[src/adc_cmp_pkg.sv]
// Shared constants, register map and carrier types for the dual channel converter block
package adc_cmp_pkg;
  // Bus geometry
  localparam int ADDR_W = 8;
  localparam int DATA_W = 32;
  // Register byte offsets
  localparam logic [7:0] OFS_CH0_CFG = 8'h00;
  localparam logic [7:0] OFS_CH1_CFG = 8'h04;
  localparam logic [7:0] OFS_START = 8'h08;
  localparam logic [7:0] OFS_RESULT0 = 8'h0c;
  localparam logic [7:0] OFS_RESULT1 = 8'h10;
  localparam logic [7:0] OFS_CMP_CFG = 8'h14;
  localparam logic [7:0] OFS_CMP_CONST = 8'h18;
  localparam logic [7:0] OFS_CMP_STATUS = 8'h1c;
  localparam logic [7:0] OFS_INT_STATUS = 8'h20;
  localparam logic [7:0] OFS_INT_ENABLE = 8'h24;
  localparam logic [7:0] OFS_INT_CLEAR = 8'h28;
  // Channel configuration fields
  localparam int SEL_POS = 0;
  localparam int SEL_W = 5;
  localparam int SAMP_POS = 5;
  localparam int SAMP_W = 3;
  localparam int PREC_POS = 8;
  localparam int PREC_W = 2;
  localparam int CFG_W = 10;
  localparam logic [9:0] CFG_RST = 10'h000;
  // Result register layout
  localparam int VAL_W = 12;
  localparam int RES_W = 16;
  localparam int DONE_POS = 15;
  // Comparator configuration fields
  localparam int CMP_EN_POS = 0;
  localparam int CMP_ASRC_POS = 1;
  localparam int CMP_BSRC_POS = 2;
  localparam int CMP_TYPE_POS = 3;
  localparam int CMP_TYPE_W = 3;
  localparam int CMP_UPD_POS = 6;
  localparam int CMP_CFG_W = 7;
  localparam logic [6:0] CMP_CFG_RST = 7'h00;
  localparam logic [11:0] CMP_CONST_RST = 12'h000;
  // Comparison type codes
  localparam logic [2:0] CMP_GT = 3'h0;
  localparam logic [2:0] CMP_GE = 3'h1;
  localparam logic [2:0] CMP_LT = 3'h2;
  localparam logic [2:0] CMP_LE = 3'h3;
  localparam logic [2:0] CMP_EQ = 3'h4;
  // Interrupt event bits
  localparam int EV_CH0 = 0;
  localparam int EV_CH1 = 1;
  localparam int EV_CMP = 2;
  localparam int EV_W = 3;
  localparam logic [2:0] INT_EN_RST = 3'h0;
  // Analog inputs 16 to 31 are the general purpose pins
  localparam int GPIO_FIRST = 16;
  localparam int GPIO_N = 16;
  // Sample time base and its cycle count at 50 MHz
  localparam int CLK_PERIOD_NS = 20;
  localparam int SAMPLE_BASE_NS = 100;
  localparam int SAMPLE_BASE_CYCLES = (SAMPLE_BASE_NS + CLK_PERIOD_NS - 1) / CLK_PERIOD_NS;
  // Bus responses
  localparam logic [1:0] RESP_OKAY = 2'h0;
  localparam logic [1:0] RESP_SLVERR = 2'h2;

  typedef enum logic [1:0] {CH_IDLE, CH_SAMPLE, CH_CONVERT} chan_state_t;

  // Request to the analog converter macro, one per channel
  typedef struct packed {
    logic sample;
    logic convert;
    logic [4:0] sel;
    logic [1:0] prec;
  } adc_req_t;

  // Answer from the analog converter macro
  typedef struct packed {
    logic done;
    logic [11:0] data;
  } adc_rsp_t;

  // Precision code to kept result bits: 12, 10, 8 or 6 bits
  function automatic logic [11:0] prec_mask(input logic [1:0] prec);
    logic [11:0] m;
    m = 12'hfff;
    unique case (prec)
      2'h0: m = 12'hfff;
      2'h1: m = 12'hffc;
      2'h2: m = 12'hff0;
      2'h3: m = 12'hfc0;
    endcase
    return m;
  endfunction : prec_mask

  // Byte strobes to a bit mask
  function automatic logic [31:0] strb_mask(input logic [3:0] strb);
    return {{8{strb[3]}}, {8{strb[2]}}, {8{strb[1]}}, {8{strb[0]}}};
  endfunction : strb_mask
endpackage : adc_cmp_pkg

[src/adc_dual_channel_comparator.sv]
// Dual channel converter control with digital comparator behind an AXI4-Lite slave
//
// Summary of operation
// RULE1: Two channels, each selecting among 32 inputs
// RULE2: Per channel input, sample time, precision settable
// RULE3: Separate start trigger for each channel
// RULE4: Result top bit is done, rest value
// RULE5: Configuration, starts and results reachable over bus
// RULE6: General purpose pins selectable as analog inputs
// RULE7: Comparator types gt, ge, lt, le, eq
// RULE8: Reference is constant or other channel result
// RULE9: Operand sources, update, type, enable configurable
// RULE10: Comparison outcome readable over the bus
// RULE11: Start clears done until new result
// RULE12: Disabled comparator reads false, ignores updates
`timescale 1ns/10ps
module adc_dual_channel_comparator (
  // Clock and reset
  input wire logic I_CLK,
  input wire logic I_RESET_N,
  // AXI4-Lite write channels
  input wire logic [7:0] I_AWADDR,
  input wire logic I_AWVALID,
  output logic O_AWREADY,
  input wire logic [31:0] I_WDATA,
  input wire logic [3:0] I_WSTRB,
  input wire logic I_WVALID,
  output logic O_WREADY,
  output logic [1:0] O_BRESP,
  output logic O_BVALID,
  input wire logic I_BREADY,
  // AXI4-Lite read channels
  input wire logic [7:0] I_ARADDR,
  input wire logic I_ARVALID,
  output logic O_ARREADY,
  output logic [31:0] O_RDATA,
  output logic [1:0] O_RRESP,
  output logic O_RVALID,
  input wire logic I_RREADY,
  // Analog converter macro
  output adc_cmp_pkg::adc_req_t [1:0] O_ADC_REQ,
  input wire adc_cmp_pkg::adc_rsp_t [1:0] I_ADC_RSP,
  // Analog path enables of the general purpose pins
  output logic [15:0] O_GPIO_ANALOG_EN,
  // Comparator outcome and interrupt
  output logic O_CMP_OUT,
  output logic O_IRQ
);
  import adc_cmp_pkg::*;

  // Bus state
  logic aw_held, next_aw_held;
  logic [7:0] aw_addr, next_aw_addr;
  logic w_held, next_w_held;
  logic [31:0] w_data, next_w_data;
  logic [3:0] w_strb, next_w_strb;
  logic bvalid, next_bvalid;
  logic [1:0] bresp, next_bresp;
  logic rvalid, next_rvalid;
  logic [31:0] rdata, next_rdata;
  logic [1:0] rresp, next_rresp;
  // Software registers
  logic [CFG_W-1:0] cfg [2];
  logic [CFG_W-1:0] next_cfg [2];
  logic [CMP_CFG_W-1:0] cmp_cfg, next_cmp_cfg;
  logic [11:0] cmp_const, next_cmp_const;
  logic [EV_W-1:0] int_en, next_int_en;
  logic [EV_W-1:0] int_status, next_int_status;
  // Decoded write and channel signals
  logic do_write;
  logic [31:0] wmask;
  logic [31:0] wbits;
  logic [1:0] start;
  logic [EV_W-1:0] int_clr;
  logic [1:0] conv_done;
  logic [1:0] res_done;
  logic [11:0] res_value [2];
  logic [31:0] rd_word;
  logic rd_ok;
  // Comparator wiring
  logic a_ch;
  logic [11:0] op_a, op_b;
  logic cmp_upd, next_cmp_upd;
  logic cmp_out, cmp_rise;

  // Handshake readies, one item held at a time
  assign O_AWREADY = !aw_held && !bvalid;
  assign O_WREADY = !w_held && !bvalid;
  assign O_ARREADY = !rvalid;
  assign do_write = aw_held && w_held && !bvalid;
  assign wmask = strb_mask(w_strb);
  assign wbits = w_data & wmask;

  // Write pulses for start and interrupt clear
  always_comb begin
    start = 2'h0;
    int_clr = '0;
    if (do_write && aw_addr == OFS_START) begin
      // RULE3 independent start bits
      start = wbits[1:0];
    end
    if (do_write && aw_addr == OFS_INT_CLEAR) begin
      int_clr = wbits[EV_W-1:0];
    end
  end

  // Read decode
  always_comb begin
    rd_word = 32'h0000_0000;
    rd_ok = 1'b1;
    // Low address bits ignored, as on the write side
    unique case ({I_ARADDR[7:2], 2'h0})
      OFS_CH0_CFG: rd_word = 32'(cfg[0]);
      OFS_CH1_CFG: rd_word = 32'(cfg[1]);
      OFS_START: rd_word = 32'h0000_0000;
      // RULE4 done flag above value
      OFS_RESULT0: rd_word = 32'({res_done[0], 3'h0, res_value[0]});
      OFS_RESULT1: rd_word = 32'({res_done[1], 3'h0, res_value[1]});
      OFS_CMP_CFG: rd_word = 32'(cmp_cfg);
      OFS_CMP_CONST: rd_word = 32'(cmp_const);
      // RULE10 outcome readback
      OFS_CMP_STATUS: rd_word = 32'(cmp_out);
      OFS_INT_STATUS: rd_word = 32'(int_status);
      OFS_INT_ENABLE: rd_word = 32'(int_en);
      OFS_INT_CLEAR: rd_word = 32'h0000_0000;
      default: rd_ok = 1'b0;
    endcase
  end

  // Bus and register next values
  always_comb begin
    next_aw_held = aw_held;
    next_aw_addr = aw_addr;
    next_w_held = w_held;
    next_w_data = w_data;
    next_w_strb = w_strb;
    next_bvalid = bvalid;
    next_bresp = bresp;
    next_rvalid = rvalid;
    next_rdata = rdata;
    next_rresp = rresp;
    next_cfg = cfg;
    next_cmp_cfg = cmp_cfg;
    next_cmp_const = cmp_const;
    next_int_en = int_en;
    if (I_AWVALID && O_AWREADY) begin
      next_aw_held = 1'b1;
      next_aw_addr = {I_AWADDR[7:2], 2'h0};
    end
    if (I_WVALID && O_WREADY) begin
      next_w_held = 1'b1;
      next_w_data = I_WDATA;
      next_w_strb = I_WSTRB;
    end
    if (bvalid && I_BREADY) begin
      next_bvalid = 1'b0;
    end
    // RULE5 register writes
    if (do_write) begin
      next_aw_held = 1'b0;
      next_w_held = 1'b0;
      next_bvalid = 1'b1;
      next_bresp = RESP_OKAY;
      unique case (aw_addr)
        // RULE2 per channel settings
        OFS_CH0_CFG: next_cfg[0] = (cfg[0] & ~wmask[CFG_W-1:0]) | wbits[CFG_W-1:0];
        OFS_CH1_CFG: next_cfg[1] = (cfg[1] & ~wmask[CFG_W-1:0]) | wbits[CFG_W-1:0];
        // RULE9 comparator controls
        OFS_CMP_CFG: next_cmp_cfg = (cmp_cfg & ~wmask[CMP_CFG_W-1:0]) | wbits[CMP_CFG_W-1:0];
        OFS_CMP_CONST: next_cmp_const = (cmp_const & ~wmask[11:0]) | wbits[11:0];
        OFS_INT_ENABLE: next_int_en = (int_en & ~wmask[EV_W-1:0]) | wbits[EV_W-1:0];
        OFS_START, OFS_RESULT0, OFS_RESULT1, OFS_CMP_STATUS,
        OFS_INT_STATUS, OFS_INT_CLEAR: next_bresp = RESP_OKAY;
        default: next_bresp = RESP_SLVERR;
      endcase
    end
    if (rvalid && I_RREADY) begin
      next_rvalid = 1'b0;
    end
    if (I_ARVALID && O_ARREADY) begin
      next_rvalid = 1'b1;
      next_rdata = rd_word;
      next_rresp = rd_ok ? RESP_OKAY : RESP_SLVERR;
    end
  end

  // Bus and register flops
  always_ff @(posedge I_CLK) begin
    if (!I_RESET_N) begin
      aw_held <= 1'b0;
      aw_addr <= 8'h00;
      w_held <= 1'b0;
      w_data <= 32'h0000_0000;
      w_strb <= 4'h0;
      bvalid <= 1'b0;
      bresp <= RESP_OKAY;
      rvalid <= 1'b0;
      rdata <= 32'h0000_0000;
      rresp <= RESP_OKAY;
      cfg[0] <= CFG_RST;
      cfg[1] <= CFG_RST;
      cmp_cfg <= CMP_CFG_RST;
      cmp_const <= CMP_CONST_RST;
      int_en <= INT_EN_RST;
    end else begin
      aw_held <= next_aw_held;
      aw_addr <= next_aw_addr;
      w_held <= next_w_held;
      w_data <= next_w_data;
      w_strb <= next_w_strb;
      bvalid <= next_bvalid;
      bresp <= next_bresp;
      rvalid <= next_rvalid;
      rdata <= next_rdata;
      rresp <= next_rresp;
      cfg <= next_cfg;
      cmp_cfg <= next_cmp_cfg;
      cmp_const <= next_cmp_const;
      int_en <= next_int_en;
    end
  end

  assign O_BVALID = bvalid;
  assign O_BRESP = bresp;
  assign O_RVALID = rvalid;
  assign O_RDATA = rdata;
  assign O_RRESP = rresp;

  // Per channel sequencer: sample phase, then conversion in the macro
  for (genvar g = 0; g < 2; g++) begin : g_chan
    chan_state_t state, next_state;
    logic [9:0] cnt, next_cnt;
    logic [11:0] value, next_value;
    logic done, next_done;
    logic [4:0] sel, next_sel;
    logic [1:0] prec, next_prec;
    logic [9:0] samp_cycles;

    assign samp_cycles = 10'(SAMPLE_BASE_CYCLES) << cfg[g][SAMP_POS +: SAMP_W];
    assign conv_done[g] = (state == CH_CONVERT) && I_ADC_RSP[g].done;

    always_comb begin
      next_state = state;
      next_cnt = cnt;
      next_value = value;
      next_done = done;
      next_sel = sel;
      next_prec = prec;
      unique case (state)
        CH_IDLE: begin
          if (start[g]) begin
            next_state = CH_SAMPLE;
            next_cnt = samp_cycles - 10'h001;
            // RULE11 done cleared on start
            next_done = 1'b0;
            // RULE1 five bit input select
            next_sel = cfg[g][SEL_POS +: SEL_W];
            next_prec = cfg[g][PREC_POS +: PREC_W];
          end
        end
        CH_SAMPLE: begin
          if (cnt == 10'h000) begin
            next_state = CH_CONVERT;
          end else begin
            next_cnt = cnt - 10'h001;
          end
        end
        CH_CONVERT: begin
          if (I_ADC_RSP[g].done) begin
            next_state = CH_IDLE;
            // RULE4 value and done set together
            next_value = I_ADC_RSP[g].data & prec_mask(prec);
            next_done = 1'b1;
          end
        end
      endcase
    end

    always_ff @(posedge I_CLK) begin
      if (!I_RESET_N) begin
        state <= CH_IDLE;
        cnt <= 10'h000;
        value <= 12'h000;
        done <= 1'b0;
        sel <= 5'h00;
        prec <= 2'h0;
      end else begin
        state <= next_state;
        cnt <= next_cnt;
        value <= next_value;
        done <= next_done;
        sel <= next_sel;
        prec <= next_prec;
      end
    end

    assign res_done[g] = done;
    assign res_value[g] = value;
    assign O_ADC_REQ[g].sample = (state == CH_SAMPLE);
    assign O_ADC_REQ[g].convert = (state == CH_CONVERT);
    assign O_ADC_REQ[g].sel = sel;
    assign O_ADC_REQ[g].prec = prec;

  end

  // GPIO analog path enabled when either channel selects the pin
  for (genvar p = 0; p < GPIO_N; p++) begin : g_gpio
    // RULE6 pin as analog input
    assign O_GPIO_ANALOG_EN[p] = (cfg[0][SEL_POS +: SEL_W] == 5'(GPIO_FIRST + p)) ||
                                 (cfg[1][SEL_POS +: SEL_W] == 5'(GPIO_FIRST + p));
  end

  // Comparator operands and update strobe
  always_comb begin
    a_ch = cmp_cfg[CMP_ASRC_POS];
    op_a = a_ch ? res_value[1] : res_value[0];
    // RULE8 constant or other channel
    op_b = cmp_cfg[CMP_BSRC_POS] ? (a_ch ? res_value[0] : res_value[1]) : cmp_const;
    // RULE9 update on operand channel or either
    next_cmp_upd = cmp_cfg[CMP_UPD_POS] ? (|conv_done) : conv_done[a_ch];
  end

  // Update strobe delayed so the new result is already stored
  always_ff @(posedge I_CLK) begin
    if (!I_RESET_N) begin
      cmp_upd <= 1'b0;
    end else begin
      cmp_upd <= next_cmp_upd;
    end
  end

  value_comparator u_cmp (
    .i_clk(I_CLK),
    .i_reset_n(I_RESET_N),
    .i_enable(cmp_cfg[CMP_EN_POS]),
    .i_type(cmp_cfg[CMP_TYPE_POS +: CMP_TYPE_W]),
    .i_update(cmp_upd),
    .i_a(op_a),
    .i_b(op_b),
    .o_outcome(cmp_out),
    .o_rise(cmp_rise)
  );

  assign O_CMP_OUT = cmp_out;

  // Sticky interrupt status, a new event wins over a clear
  always_comb begin
    next_int_status = (int_status & ~int_clr) | {cmp_rise, conv_done};
  end

  always_ff @(posedge I_CLK) begin
    if (!I_RESET_N) begin
      int_status <= '0;
    end else begin
      int_status <= next_int_status;
    end
  end

  assign O_IRQ = |(int_status & int_en);
endmodule : adc_dual_channel_comparator

[src/value_comparator.sv]
// Digital comparator with selectable type, update strobe and enable
`timescale 1ns/10ps
module value_comparator (
  // Clock and reset
  input wire logic i_clk,
  input wire logic i_reset_n,
  // Control
  input wire logic i_enable,
  input wire logic [2:0] i_type,
  input wire logic i_update,
  // Operands
  input wire logic [11:0] i_a,
  input wire logic [11:0] i_b,
  // Outcome
  output logic o_outcome,
  output logic o_rise
);
  import adc_cmp_pkg::*;

  logic outcome, next_outcome;
  logic rise, next_rise;
  logic hit;

  // Relation selected by the type code
  always_comb begin
    hit = 1'b0;
    unique case (i_type)
      CMP_GT: hit = i_a > i_b;
      CMP_GE: hit = i_a >= i_b;
      CMP_LT: hit = i_a < i_b;
      CMP_LE: hit = i_a <= i_b;
      CMP_EQ: hit = i_a == i_b;
      default: hit = 1'b0;
    endcase
  end

  // Next outcome and rising event
  always_comb begin
    next_outcome = outcome;
    // RULE12 forced false when off
    if (!i_enable) begin
      next_outcome = 1'b0;
    end else if (i_update) begin
      // RULE7 five comparison types
      next_outcome = hit;
    end
    next_rise = next_outcome && !outcome;
  end

  // Outcome registers
  always_ff @(posedge i_clk) begin
    if (!i_reset_n) begin
      outcome <= 1'b0;
      rise <= 1'b0;
    end else begin
      outcome <= next_outcome;
      rise <= next_rise;
    end
  end

  assign o_outcome = outcome;
  assign o_rise = rise;
endmodule : value_comparator
[config.mk]
export PLATFORM = sky130hd
export DESIGN_NAME = adc_dual_channel_comparator
export DESIGN_NICKNAME = d
export VERILOG_FILES = /design/src/adc_cmp_pkg.sv /design/src/adc_dual_channel_comparator.sv /design/src/value_comparator.sv
export SDC_FILE = /design/constraint.sdc
export NUM_CORES = 1
export LEC_CHECK = 0
export BUFFER_PORTS_ARGS = -buffer_cell sky130_fd_sc_hd__buf_4
export CAP_MARGIN = 20
export CORE_AREA = 2 2 139 141
export DETAILED_ROUTE_END_ITERATION = 8
export DIE_AREA = 0 0 141 143
export PLACE_DENSITY = 0.72
export RECOVER_POWER = 25
export SLEW_MARGIN = 20
export SYNTH_ARGS = -nofsm -noshare
export SYNTH_HDL_FRONTEND = slang
export SYNTH_SLANG_ARGS = --single-unit
[constraint.sdc]
create_clock -name I_CLK -period 3.9 [get_ports I_CLK]
set_clock_uncertainty 0.15 [all_clocks]
set_input_delay 0.78 -clock I_CLK [delete_from_list [all_inputs] [get_ports I_CLK]]
set_output_delay 0.78 -clock I_CLK [all_outputs]
set_load 0.005 [all_outputs]
==> flow_metrics.env <==
export IMPL_initial_core_util=0.444
export IMPL_wl_mm=22.9
export IMPL_ioPinCount=162
export IMPL_finalMaxSlewViolations=29
export IMPL_clock_sinks=151
export IMPL_numCtsBuffers=17
export IMPL_die_w_um=141
export IMPL_syn_inst=991
export IMPL_grtUsageTotal=0.226
export IMPL_syn_area_per_cell_um2=8.33
export IMPL_max_stage_delay_ns=1.22
export IMPL_drc_errors=0
export IMPL_vdd_drop_max_mv=0.340
export IMPL_dp_cells=1279
export IMPL_netlist_area_um2=8250
export IMPL_final_cell_mix="dfxtp_1 (151), nand2_1 (119), nor2_1 (118)"
export IMPL_cp_required_ns=4.08
export IMPL_drive_above_1_share=0.172
export IMPL_tightest_slew_ns=1.73
export IMPL_slew_headroom=-0.153
export IMPL_dr_total_vias=7613
export IMPL_ys_warn_count=0
export IMPL_cp_end_kind="flip-flop"
export IMPL_clk_pin_slew_ns=0.06
export IMPL_cp_max_fo=28
export IMPL_drt_pass1_iter_count=7
export IMPL_violations="max-capacitance violations, max-slew violations"
export IMPL_finalHoldViolCount=0
export IMPL_ys_ff_latch=151
export IMPL_avgViaCountPerCell=5.81
export IMPL_yosysSeqAreaShare=0.366
export IMPL_grt_pass1_wl_mm=35.9
export IMPL_grt_antenna_before_repair=0
export IMPL_grt_overflow=0
export IMPL_post_cts_buffers=0
export IMPL_p_leak_uw=0.00388
export IMPL_cp_start_kind="input port"
export IMPL_cts_tree="built"
export IMPL_arrival_ns=3.35
export IMPL_synth_edff_count=0
export IMPL_portBuffers=114
export IMPL_final_common_cell="dfxtp_1"
export IMPL_hold_path_class="flip-flop to flip-flop"
export IMPL_cts_hold_fix_buffers=0
export IMPL_slowest_stage="clkbuf_1"
export IMPL_ys_flop_type="dfxtp_1"
export IMPL_drtAntennaViolNets=0
export IMPL_grt_pass1_vias=6765
export IMPL_ys_types=79
export IMPL_status="finished, violations left"
export IMPL_period_share=0.811
export IMPL_die_area_um2=20200
export IMPL_setup_tns_ns=0
export IMPL_cpLargestDelayFamily="buffers and inverters"
export IMPL_fin_crit_ns=3.16
export IMPL_cts_htree_levels=4
export IMPL_core_area_um2=18600
export IMPL_gp_congestion=0.897
export IMPL_syn_to_final_growth_pct=17.1
export IMPL_wl_per_cell_um=17.5
export IMPL_max_freq_ghz=0.316
export IMPL_finalNonFillerCells=1311
export IMPL_crit_buf_inv=2
export IMPL_max_cap_viol_count=1
export IMPL_rsz0062_at_grt="false"
export IMPL_rows=50
export IMPL_setup_viol=0
export IMPL_cts_resized=0
export IMPL_drtIter0Drc=760
export IMPL_insertion_delay_ns=0.44
export IMPL_clockBufferDepth=2
export IMPL_antennaDiodeCount=0
export IMPL_crit_type="input port to flip-flop"
export IMPL_chipHeight_um=143
export IMPL_grt_max_degree=102
export IMPL_path_cells="clkbuf_1 > inv_1 > nor3_1 > a32oi_1 > a21o_1 > a21oi_1"
export IMPL_dpl_hpwl_mm=16.6
export IMPL_cts_root_buf="clkbuf_16"
export IMPL_async_flop_share=0
export IMPL_p_per_area_nw_per_um2=468
export IMPL_fin_nets=1169
worst min-delay path: stages (launching register included):
cell and delay, ns:
dfxtp_1 0.32, nand2_1 0.05, a21oi_1 0.05
cells by family after synthesis:
| logic type | count (synthesis) | synth area share |
|---|---|---|
| adders and majority gates | 20 | 0.0303 |
| muxes | 112 | 0.139 |
| AOI/OAI and AO/OA | 231 | 0.187 |
| DFF | 151 | 0.366 |
| other | 1 | 0.000454 |
| buffers and inverters | 109 | 0.0628 |
| xor gates and xnor gates | 6 | 0.00637 |
| and+or+nand+nor | 361 | 0.208 |
where the power goes:
| group | leakage, uW | internal, uW | switching [uW] |
|---|---|---|---|
| registers | 0.00122 | 1640 | 111 |
| clock network | 0.000277 | 839 | 737 |
| logic | 0.00239 | 483 | 716 |
| total | 0.00388 | 2960 | 1560 |
cell type report:
cell class / count / area [um2]
fillers: 1731 / 8920
repair buffers: 120 / 902
well taps: 234 / 293
clock buffers: 17 / 425
multi-input cells: 751 / 4790
inverters: 23 / 87.6
flip-flops and latches: 151 / 3020
clock inverters: 15 / 138
stage by stage:
step	area [um2]	utilization	hold WS (ns)	total power [uW]	worst slack (ns)
after detailed placement	9110	0.490	0.306	2950	0.906
after global routing	9660	0.520	0.343	4740	0.555
after global placement	9110	0.490	0.286	2930	0.949
after floorplan	8330	-	0.263	2680	0.996
final	9660	0.520	0.317	4520	0.736
after CTS	9670	0.521	0.316	4520	1.02
Yosys cell counts, drive strengths merged (5+ instances only):
cell type	count	share of area
ha	20	0.030
o21ai	34	0.021
a21oi	72	0.044
nor4	6	0.0064
nor4b	5	0.0068
buf	38	0.030
nand2	119	0.054
nor3	23	0.015
nor2b	14	0.011
clkbuf	48	0.022
dfxtp	151	0.37
and2	7	0.0053
a31oi	8	0.0061
a21o	7	0.0064
a211oi	7	0.0064
a22o	11	0.012
nand3b	8	0.0073
inv	22	0.010
o21a	8	0.0073
or2	6	0.0045
a22oi	21	0.019
mux2	20	0.027
or4	7	0.0068
o22ai	25	0.019
nand2b	15	0.011
nand3	14	0.0085
mux2i	92	0.11
nor2	118	0.054
worst paths after layout:
kind,from,end,slack [ns],depth (start not counted)
setup / recovery,I_ARADDR[3],O_RDATA[11]$_SDFFE_PN0P_,0.74,6
hold reg to reg,O_RDATA[10]$_SDFFE_PN0P_,O_RDATA[10]$_SDFFE_PN0P_,0.32,2
hold / removal,O_RDATA[10]$_SDFFE_PN0P_,O_RDATA[10]$_SDFFE_PN0P_,0.32,2
setup reg to reg,O_BVALID$_SDFFE_PN0P_,g_chan[1].cnt[3]$_SDFFE_PN0P_,0.99,5
metal layers:
layer | GRT usage | vias up | wire [um]
li1 | - | 3666 | -
met2 | 0.341 | 312 | 10200
met1 | 0.317 | 3594 | 10400
met5 | 0 | - | 0
met4 | 0.0889 | 0 | 537
met3 | 0.0459 | 41 | 1780
Note: power is estimated with default switching activity, not from simulation.
